**src/inc/wdt_pkg.sv**
```systemverilog
package wdt_pkg;
	// i/o port address of the watchdog control port
	localparam logic [15:0] WDT_PORT_ADDR = 16'h0443;
	localparam logic [7:0] WDT_CMD_REFRESH = 8'h01;
	localparam logic [7:0] WDT_CMD_DISABLE = 8'h00;
	// timing
	localparam int CLK_HZ = 100_000_000;
	localparam int TIMEOUT_MS = 1600;
	localparam int TICK_US = 1000;
	localparam int TICK_CYCLES = CLK_HZ / 1_000_000 * TICK_US;
	localparam int TIMEOUT_TICKS = TIMEOUT_MS * 1000 / TICK_US;
	localparam int RESET_PULSE_CYCLES = 16;
	localparam logic RESET_ENABLE = 1'b1;
	localparam logic [7:0] RESET_READ_DATA = 8'h00;
	typedef enum logic [1:0] {
		ST_OFF = 2'b00,
		ST_RUN = 2'b01,
		ST_FIRE = 2'b10
	} wdt_state_t;
endpackage

```
**src/inc/tick_if.sv**
```systemverilog
`timescale 1ns/1ps
`default_nettype none
interface tick_if;
	logic clear;
	logic tick;
	modport src(input clear, output tick);
	modport dst(output clear, input tick);
endinterface
`default_nettype wire

```
**src/io_port_watchdog.sv**
```systemverilog
`timescale 1ns/1ps
`default_nettype none
module io_port_watchdog
	import wdt_pkg::*;
#(
	parameter int TICK_LEN = TICK_CYCLES,
	parameter int TIMEOUT_LEN = TIMEOUT_TICKS
) (
	// clock and reset
	input wire logic clk_sys,
	input wire logic resetn,
	// i/o port access
	input wire logic [15:0] io_addr,
	input wire logic io_wr,
	input wire logic io_rd,
	input wire logic [7:0] io_wdata,
	output logic [7:0] io_rdata,
	// status and cpu reset
	output logic wdt_enabled,
	output logic cpu_reset
);
	logic rst_s1_q;
	logic rst_n_q;
	wdt_state_t state_q;
	wdt_state_t state_d;
	logic [31:0] ticks_q;
	logic [31:0] ticks_d;
	logic [7:0] fire_q;
	logic [7:0] fire_d;
	logic [7:0] rdata_q;
	tick_if tk();

	always_ff @(posedge clk_sys or negedge resetn) begin
		if (!resetn) begin
			rst_s1_q <= 1'b0;
			rst_n_q <= 1'b0;
		end else begin
			rst_s1_q <= 1'b1;
			rst_n_q <= rst_s1_q;
		end
	end

	wdt_prescaler #(.TICK_LEN(TICK_LEN)) u_pre (
		.clk_sys(clk_sys),
		.rst_n(rst_n_q),
		.t(tk)
	);

	wire logic hit = (io_addr == WDT_PORT_ADDR);
	wire logic wr_one = hit && io_wr && (io_wdata == WDT_CMD_REFRESH);
	wire logic wr_zero = hit && io_wr && (io_wdata == WDT_CMD_DISABLE);
	wire logic rd_hit = hit && io_rd;
	wire logic expired = (ticks_q == 32'(TIMEOUT_LEN - 1)) && tk.tick;

	assign tk.clear = wr_one || rd_hit || (state_q != ST_RUN);

	always_comb begin
		state_d = state_q;
		ticks_d = ticks_q;
		fire_d = fire_q;
		case (state_q)
			ST_OFF: begin
				if (wr_one || rd_hit) begin
					state_d = ST_RUN;
					ticks_d = 32'h0000_0000;
				end
			end
			ST_RUN: begin
				if (wr_zero) begin
					state_d = ST_OFF;
				// refresh restarts interval
				// a read restarts it too, matching the cleared prescaler
				end else if (wr_one || rd_hit) begin
					ticks_d = 32'h0000_0000;
				end else if (expired) begin
					state_d = ST_FIRE;
					fire_d = 8'(RESET_PULSE_CYCLES - 1);
				end else if (tk.tick) begin
					ticks_d = ticks_q + 32'h0000_0001;
				end
			end
			ST_FIRE: begin
				// reset pulse runs out, then the watchdog rearms as after reset
				if (fire_q == 8'h00) begin
					state_d = ST_RUN;
					ticks_d = 32'h0000_0000;
				end else begin
					fire_d = fire_q - 8'h01;
				end
			end
			default: begin
				state_d = ST_RUN;
			end
		endcase
	end

	always_ff @(posedge clk_sys or negedge rst_n_q) begin
		if (!rst_n_q) begin
			state_q <= ST_RUN;
			ticks_q <= 32'h0000_0000;
			fire_q <= 8'h00;
			rdata_q <= RESET_READ_DATA;
		end else begin
			state_q <= state_d;
			ticks_q <= ticks_d;
			fire_q <= fire_d;
			if (rd_hit) begin
				rdata_q <= {7'h00, state_q != ST_OFF};
			end
		end
	end

	assign io_rdata = rdata_q;
	assign wdt_enabled = (state_q != ST_OFF);
	assign cpu_reset = (state_q == ST_FIRE);
endmodule
`default_nettype wire

```
**src/wdt_prescaler.sv**
```systemverilog
`timescale 1ns/1ps
`default_nettype none
module wdt_prescaler
	import wdt_pkg::*;
#(
	parameter int TICK_LEN = TICK_CYCLES
) (
	input wire logic clk_sys,
	input wire logic rst_n,
	tick_if.src t
);
	logic [31:0] cnt_q;
	wire logic at_end = (cnt_q == 32'(TICK_LEN - 1));

	always_ff @(posedge clk_sys or negedge rst_n) begin
		if (!rst_n) begin
			cnt_q <= 32'h0000_0000;
		end else if (t.clear || at_end) begin
			cnt_q <= 32'h0000_0000;
		end else begin
			cnt_q <= cnt_q + 32'h0000_0001;
		end
	end

	// restart on refresh so the first tick is a full period away
	assign t.tick = at_end && !t.clear;
endmodule
`default_nettype wire

```
**config.mk**
```make
export PLATFORM = sky130hd
export DESIGN_NAME = io_port_watchdog
export DESIGN_NICKNAME = d
export VERILOG_FILES = /design/src/inc/wdt_pkg.sv /design/src/inc/tick_if.sv /design/src/io_port_watchdog.sv /design/src/wdt_prescaler.sv
export SDC_FILE = /design/constraint.sdc
export NUM_CORES = 1
export LEC_CHECK = 0
export ABC_AREA = 1
export ABC_CLOCK_PERIOD_IN_PS = 3480
export BUFFER_PORTS_ARGS = -buffer_cell sky130_fd_sc_hd__buf_2
export CAP_MARGIN = 5
export CORE_UTILIZATION = 62
export DETAILED_ROUTE_END_ITERATION = 8
export PLACE_DENSITY = 0.81
export SYNTH_ARGS = -nofsm -noshare
export SYNTH_HDL_FRONTEND = slang
export SYNTH_SLANG_ARGS = --single-unit
```
**constraint.sdc**
```tcl
create_clock -name clk_sys -period 3.48 [get_ports clk_sys]
set_clock_uncertainty 0.15 [all_clocks]
set_input_delay 0.348 -clock clk_sys [delete_from_list [all_inputs] [get_ports clk_sys]]
set_output_delay 0.348 -clock clk_sys [all_outputs]
set_load 0.02 [all_outputs]
```
* After elaboration in Yosys (flattened, before gate mapping) *
Cells that the tools add are included.

cells by class
  reduce and logical (&&, ||, !) cells = 19
  $add $sub $neg = 3
  mux-type cells = 19
  equality and inequality tests = 17

operators by type and width
  operator                                                                 number
  32-bit 2-to-1 mux                                                        7
  32-bit one-hot mux with 3 select lines                                   1
  32-bit by 1-bit adder with 32-bit output, second input constant          2
  32-bit by 11-bit equality test with 1-bit output, second input constant  1
  32-bit by 17-bit equality test with 1-bit output, second input constant  1
  8-bit 2-to-1 mux                                                         4
  16-bit by 11-bit equality test with 1-bit output, second input constant  1
  8-bit zero test                                                          2
  8-bit one-hot mux with 2 select lines                                    1
  3-bit != test, second input constant                                     4
  2-bit 2-to-1 mux                                                         5
  2-bit != test, second input constant                                     5
  8-bit by 1-bit equality test with 1-bit output, second input constant    1
  8-bit by 1-bit subtractor with 8-bit output, second input constant       1
  1-bit logical AND                                                        6
  2-bit one-hot mux with 3 select lines                                    1
  6-bit AND reduction                                                      1
  5-bit AND reduction                                                      1
  2-bit by 1-bit != test with 1-bit output, second input constant          2
  4-bit AND reduction                                                      1
  2-bit nonzero test                                                       2
  1-bit logical OR                                                         3
  3-bit nonzero test                                                       1
  2-bit by 1-bit equality test with 1-bit output, second input constant    1
  other kinds (3)                                                          3

word-level totals
  register bits after elaboration = 77
  input bits = 28
  output and inout bits = 10

* Longest topological paths before layout *
Gate-level depths: netlist (run 1).

  depth in word-level cells = 12
  depth in mapped cells = 14
  gate-level depth less buffers = 14

* Hierarchy *
Synthesis (run 1) repeated with hierarchy kept, for this count alone.

unflattened totals
  cell total of the unflattened synthesis = 883
  area, all modules = 5519.0 sq um

by module, submodules not included
  module            cells each  area an instance (sq um)  instances
  io_port_watchdog  566         3460.8                    1
  wdt_prescaler     317         2058.2                    1

* Worst setup path after synthesis (run 1) *
Ideal clock, no wire load.

  path kind = register to register
  start = register u_pre.cnt_q[0]
  end = register u_pre.cnt_q[20]
  required time = 3.209 ns
  cell stages (with the launch flop) = 13
  arrival time = 1.637 ns
  slack = 1.572 ns
  buffers on the path = 0
  clock period less this slack = 1.908 ns
  library setup time = 0.121 ns
  path through = dfrtp_1 > ha_1 > nand2_1 > nor2_2 > nand2_1 > inv_1 > nand3_1 > nor3_2 > nand2_1 > nor2_2 > nand2_1 > o21ai_0 > nor2_1

between the ends
  longest elaborated chain between the ends = 3
  elaborated cells between the ends (all ways) = 4
  those cells by class = add/sub: 1; eq/ne: 1; mux: 1; reduce/logical: 1

RTL lines
  what                                                                              RTL line             RTL
  from (decl)                                                                       wdt_prescaler.sv:12  logic [31:0] cnt_q;
  from (signal assigned)                                                            wdt_prescaler.sv:21  cnt_q <= cnt_q + 32'h0000_0001;
  branches (longest 2 deep; another with 32-bit by 1-bit adder with 32-bit output)  n/a
  32-bit 2-to-1 mux *                                                               wdt_prescaler.sv:18  end else if (t.clear || at_end) begin

Mark *: on every way between the ends.
A chain may end at the register's enable or synchronous reset.

* Worst setup path after layout (run 1) *
  start = register u_pre.cnt_q[0]
  end = register ticks_q[9]

between the ends
  longest elaborated chain between the ends = 5
  elaborated cells between the ends (all ways) = 6
  those cells by class = eq/ne: 3; reduce/logical: 3

RTL lines
  what                                                RTL line                 RTL
  32-bit by 17-bit equality test with 1-bit output *  wdt_prescaler.sv:13      wire logic at_end = (cnt_q == 32'(TICK_LEN - 1));
  1-bit logical AND *                                 wdt_prescaler.sv:26      assign t.tick = at_end && !t.clear;
  1-bit logical AND                                   io_port_watchdog.sv:53   wire logic expired = (ticks_q == 32'(TIMEOUT_LEN - 1)) && tk.tick;
  3-bit != test (no line)                             n/a
  6-bit AND reduction (no line) *                     n/a
  to (signal assigned)                                io_port_watchdog.sv:105  ticks_q <= ticks_d;
  to (decl)                                           io_port_watchdog.sv:26   logic [31:0] ticks_q;

Mark *: on every way between the ends. The rest lies on a longest branch, timed or not.

==> results of run 1 <==
==> area by class of cell <==
class	instances	area share, %
tap	108	2.250
multi-input combinational	672	53.82
timing repair buffer	34	3.041
inverter	86	5.478
clock buffer	13	2.479
sequential	77	32.16
clock inverter	3	0.7707
==> where the power goes <==
| group | switching [W] | internal, W | total, W | leakage (nW) |
|---|---|---|---|---|
| clock network | 0.000328 | 0.000354 | 0.000682 | 0.0938 |
| logic | 0.0000192 | 0.0000152 | 0.0000343 | 1.36 |
| registers | 0.0000164 | 0.000895 | 0.000912 | 1.01 |
| total | 0.000364 | 0.00126 | 0.00163 | 2.46 |
==> kinds of logic after synthesis <==
logic type | Yosys count | share of synthesized area [%]
and+or+nand+nor | 588 | 46.42
buffers and inverters | 109 | 8.428
DFF | 77 | 34.36
xor gates and xnor gates | 38 | 5.931
AOI/OAI and AO/OA | 34 | 3.835
adders and majority gates | 4 | 0.8919
other | 2 | 0.1338
==> synth_stat cells, types with 5 or more instances <==
cell | instances | area (um2)
a21oi_1 | 9 | 45.04
a31oi_1 | 5 | 31.28
buf_2 | 7 | 35.03
buf_4 | 7 | 52.55
dfrtp_1 | 76 | 1902
inv_1 | 79 | 296.5
nand2_1 | 242 | 908.4
nand3_1 | 40 | 200.2
nand4_1 | 48 | 300.3
nor2_1 | 167 | 626.9
nor2_2 | 11 | 68.82
nor3_1 | 54 | 270.3
nor4_1 | 7 | 43.79
o21ai_0 | 7 | 35.03
o21ai_2 | 9 | 78.83
xnor2_1 | 8 | 70.07
xor2_1 | 30 | 262.8
==> worst register-to-register path, stage by stage (launching register included) <==
cell	delay, ns
dfrtp_1	0.40
ha_1	0.22
nand2_1	0.14
nor2_1	0.07
nand3_1	0.07
nor2_1	0.05
nand2_1	0.10
nand4_4	0.36
nand2_1	0.20
clkinv_2	0.23
nand3_4	0.35
nand2_1	0.10
nand2_1	0.08
==> worst paths after layout <==
check | endpoint
worst min register to register | rst_n_q$_DFF_PN0_
worst max-delay path | ticks_q[9]$_DFFE_PN0P_
max in group asynchronous | io_rdata[0]$_DFFE_PN0P_
worst min-delay path | rst_n_q$_DFF_PN0_
worst max register to register | ticks_q[9]$_DFFE_PN0P_
min in group clk_sys | rst_n_q$_DFF_PN0_
==> registers in the layout, indices dropped and copies added (netlist names) <==
signal and cells:
ticks_q 32, u_pre.cnt_q 32, fire_q 8, state_q 2, io_rdata 1, rst_n_q 1, rst_s1_q 1
==> stage by stage <==
stage	setup slack, ns	util (%)	power, W
finish	0.9053	68.88	0.001628
global placement	1.050	66.53	0.0009619
CTS	0.9042	68.88	0.001638
floorplan	1.029	-	0.0009454
detailed placement	0.9156	66.53	0.0009639
global route	0.6740	68.88	0.001688
==> per-layer routing <==
metal / up-vias / track usage, % / routed length [um]
met5: - / 0 / 0
met4: 0 / 8.726 / 265
met3: 31 / 8.849 / 1550
met2: 289 / 48.43 / 6247
met1: 2605 / 47.81 / 6668
li1: 2792 / - / -
==> reports/summary.txt, run 1 <==
Outcome: finished clean
Dpl hpwl: 11.06 mm
Data arrival time of the critical path: 2.71 ns
First-pass GRT wire length: 24.90 mm
Seq/Total Area, Yosys: 34.36%
Fillers: 799
CTS sink count: 77
Number of synthesized flops with an enable pin: 0
Share of synthesized registers carrying an async set or reset: 100.0%
Layout cell share with drive strength beyond 1: 10.06%
Ys flop type: dfrtp_1
#FFs+latches synth: 77
Most common cell after layout, fill and taps aside: nand2_1
Post-route cell area: 0.006007 mm2
Worst r2r src: u_pre.cnt_q[0]$_DFF_PN0_
FF-to-FF path depth: 12
Hold_ws: 0.1617 ns
Multi-input gate area: 0.003233 mm2
Worst Setup SP: u_pre.cnt_q[0]$_DFF_PN0_
Routed len/inst: 14.84 um
Core Area: 0.008721 mm2
Worst Tran Pin Value: 1.012 ns
Drt first-iter violations: 559
Non-Filler Instances: 993
Worst Path Buf+Inv: 1
Final Cycle Share: 73.99%
Post-CTS sizing: 0
Top delay family on crit path: simple AND/OR/NAND/NOR gates
Hold WC Path Type: input pin to async pin
Startpoint types: register
Leak: 2.463 nW
WL final: 14.73 mm
Cells after Synth: 852
CTS tree: built
Placed Instance Area: 0.005802 mm2
Register Area: 0.001932 mm2
Hold buffers post-CTS: 1
DR vias/cell: 5.757
Total number of vias: 5,717
Site row count: 34
Die ar.: 0.009435 mm2
Ys Warns: 0
Port Buf Inserts: 30
WS Path Type: register to register
Final Setup Violations: 0
CTS Buffer Depth: 2
Most frequent cells in the layout: nand2_1 (242), nor2_1 (167), inv_1 (79)
CTS root buffer: clkbuf_8
Final GP Congestion: 0.9614
Clock insertion delay at the later pin of the skew report: 0.35 ns
Max Slew Vio Count: 0
Fmax achieved: 388.4 MHz
Setup TNS: 0 ns
Drt pass-1 iters: 6
Die Wd: 97.14 um
CP peak stage delay: 0.40 ns
Nets: 912
CP Capture Type: register
Initial antenna violation count: 0
RSZ-0062 raised after global routing: false
Initial core utilization: 64.35%
Crit path max-delay cell type: dfrtp_1
Die Y: 97.14 um
Largest net degree at the start of global routing: 76
GRT Total Usage: 32.88%
Placed Instances: 976
Tmin final: 2.575 ns
H-Tree Depth: 3
GRT overflow: 0
ANT cells: 0
Cts bufs inserted: 9
Antenna violation net count after detailed routing: 0
Number of global-route vias before repair: 5,321
Cell Area, Synth: 0.005612 mm2
CTS clk-pin slew, worst paths: 0.08 ns
MaxCap Viol Count: 0
DRC: 0
Critical Path Fanout Max: 26
R2r setup slk: 0.91 ns
WP depth: 12
Critical path's most frequent cell: nand2_1
Mapped Avg Cell Area: 6.586 um2
Worst EP required: 3.61 ns
Yosys cell types: 41
Maximum vdd ir drop: 304.7 uV
Post-CTS setup buffers: 0
Relative slew margins: 32.39%
P per Cell Area: 271.0 mW/mm2
IO Pins: 38
Hold Vio Cnt, Final: 0
Critical Path, Cell by Cell: ha_1 -> nand2_1 -> nor2_1 -> nand3_1 -> nor2_1 -> nand2_1 -> nand4_4 -> nand2_1 -> clkinv_2 -> nand3_4 -> nand2_1 -> nand2_1
P&R area growth vs syn: 7.046%
No activity file was read; power rests on OpenSTA's default activity.
==> run 2, diff against run 1 <==
Settings changed: ABC_AREA 1 to 0, ABC_CLOCK_PERIOD_IN_PS 3480 to 2080, CORE_UTILIZATION 62 to 54, PLACE_DENSITY 0.81 to 0.76.
Clock period 3.48 ns to 2.08 ns, I/O delays scaled along.
==> reports/summary.txt, run 2 <==
PnR worst setup slack: -0.7632 ns
Port Buf Inserts: 30
Largest net degree at the start of global routing: 33
Max Slew Vio Count: 0
Cells after Synth: 489
Fillers: 323
Final Cycle Share: 136.7%
Synth cell count leaders: dfrtp_1 (76), nand2_1 (48), nor2_1 (48), nand3_1 (28)
Regs by FF count: ticks_q: 32 flops, u_pre.cnt_q: 32 flops, fire_q: 8 flops
Routed len/inst: 24.34 um
CP peak stage delay: 0.61 ns
Hold WC Path Type: register to async pin
#FFs+latches synth: 77
Total number of vias: 5,367
GRT Total Usage: 33.75%
Placed Instance Area: 0.005593 mm2
Number of global-route vias before repair: 4,713
First-pass GRT wire length: 22.00 mm
Die Y: 91.44 um
Antenna violation net count after detailed routing: 0
CP Capture Type: register
Relative slew margins: 57.31%
CTS tree: built
P&R area growth vs syn: 52.95%
MaxCap Viol Count: 0
Startpoint types: register
CTS sink count: 77
Tmin final: 2.843 ns
Crit path max-delay cell type: nor4b_2
Worst Tran Pin Value: 0.6404 ns
Most common cell after layout, fill and taps aside: buf_4
Critical Path, Cell by Cell: nor4b_2 -> nand4_1 -> nor3_2 -> buf_4 -> a21oi_4 -> buf_4 -> buf_4 -> or3_4 -> a21oi_2
Data arrival time of the critical path: 2.99 ns
Cell Area, Synth: 0.004319 mm2
DR vias/cell: 6.846
WS Path Type: register to register
Drt first-iter violations: 698
Leak: 3.011 nW
Critical path's most frequent cell: buf_4
DRC: 0
Initial antenna violation count: 0
Fmax achieved: 351.7 MHz
Die ar.: 0.008360 mm2
IO Pins: 38
P per Cell Area: 458.2 mW/mm2
Setup TNS: -31.43 ns
RSZ-0062 raised after global routing: true
Yosys top cell area share: 44.03%
Drt pass-1 iters: 6
ANT cells: 0
Initial core utilization: 55.89%
Total power: 0.003027 W
Hold Vio Cnt, Final: 0
GRT overflow: 0
Top cells by area, synth: dfrtp_1 (44%), nand2_1 (4.2%), nor2_1 (4.2%), nand3_1 (3.2%), xor2_1 (3.2%)
Dpl hpwl: 8.507 mm
Core Area: 0.007727 mm2
Yosys cell types: 47
Maximum vdd ir drop: 743.4 uV
Violated checks: setup timing
Most frequent cells in the layout: buf_4 (137), dfrtp_1 (73), nand2_1 (43), nor2_1 (43), buf_2 (30)
Mapped Avg Cell Area: 8.833 um2
Seq/Total Area, Yosys: 44.64%
Critical Path Fanout Max: 7
Die Wd: 91.44 um
Post-synth top area cell: dfrtp_1
WL final: 19.09 mm
Cts bufs inserted: 9
CTS root buffer: clkbuf_8
Post-route cell area: 0.006606 mm2
CTS Buffer Depth: 2
Number of synthesized flops with an enable pin: 0
Final Setup Violations: 74
Ys flop type: dfrtp_1
H-Tree Depth: 3
Site row count: 32
Top-count cell post-synth: dfrtp_1
CTS clk-pin slew, worst paths: 0.10 ns
Final GP Congestion: 0.8906
Ys Warns: 0
Nets: 709
Share of synthesized registers carrying an async set or reset: 100.0%
Outcome: complete, but fails checks
Layout cell share with drive strength beyond 1: 43.55%
Clock insertion delay at the later pin of the skew report: 0.39 ns
Worst EP required: 2.23 ns
run 2: routing by layer:
layer | wire length (um) | vias to the layer above | share of wire [%] | track usage, %
met5 | 0 | - | 0 | 0
met4 | 1793 | 0 | 9.4 | 16.14
met3 | 2042 | 202 | 11 | 6.198
met2 | 9009 | 503 | 47 | 61.28
met1 | 6240 | 2504 | 33 | 37.87
li1 | - | 2158 | - | -
run 2: cell type report:
type | instances | area, um2 | area share, %
Multi-Input combinational cell | 380 | 2746 | 41.57
Sequential cell | 77 | 1932 | 29.24
Timing Repair Buffer | 196 | 1568 | 23.73
Tap cell | 102 | 127.6 | 1.932
Clock buffer | 9 | 123.9 | 1.875
Clock inverter | 7 | 57.56 | 0.8712
Inverter | 13 | 51.30 | 0.7765
run 2: repair_timing:
item / CTS / global route
cloned: 1 / 1
setup endpoints to repair: 48 / 74
pin swaps: 21 / 30
endpoints found under the hold margin: 3 / 0
buffers inserted: 17 / 18
gates resized for setup: 35 / 78
hold buffers: 3 / 0
run 2: final timing paths:
path,slack (ns),to,depth (start not counted),startpoint
max in group asynchronous,0.99,ticks_q[4]$_DFFE_PN0P_,1,rst_n_q$_DFF_PN0_
setup reg to reg,-0.76,ticks_q[24]$_DFFE_PN0P_,9,u_pre.cnt_q[11]$_DFF_PN0_
min in group clk_sys,0.24,rst_n_q$_DFF_PN0_,0,rst_s1_q$_DFF_PN0_
hold / removal,0.15,io_rdata[0]$_DFFE_PN0P_,0,rst_n_q$_DFF_PN0_
hold reg to reg,0.15,io_rdata[0]$_DFFE_PN0P_,0,rst_n_q$_DFF_PN0_
setup / recovery,-0.76,ticks_q[24]$_DFFE_PN0P_,9,u_pre.cnt_q[11]$_DFF_PN0_
run 2: cells by family (layout without fill, tap and decap cells):
family	Yosys count	in the layout	synth area share, %
AO/OA/AOI/OAI	93	93	13.85
XOR/XNOR	31	31	6.286
adder cells (fa/ha/maj)	4	4	1.159
buffers and inverters	39	225	4.026
flip-flops	77	77	44.64
other	2	8	0.1739
AND/OR/NAND/NOR	243	244	29.87
run 2: critical path, delay by kind of cell, from the launching register on:
kind                   cells  cell delay, ns
AOI/OAI and AO/OA          2            0.27
buffers and inverters      3            0.51
DFF                        1            0.42
and+or+nand+nor            4            1.44
run 2: per-stage QoR:
step,worst slack [ns],instances,hold WS (ns),util (%)
final,-0.7632,784,0.1505,85.49
after global placement,-0.8290,729,-0.1552,72.38
after detailed placement,-1.059,729,-0.1542,72.38
after global routing,-0.8367,784,0.1954,85.49
after CTS,-0.5648,766,0.1564,78.92
after floorplan,-0.4879,495,-0.2376,-
run 2: where the power goes:
part | switching (W) | internal [W]
Combinational | 0.000176 | 0.000140
Clock | 0.000688 | 0.000445
Sequential | 0.0000503 | 0.00153
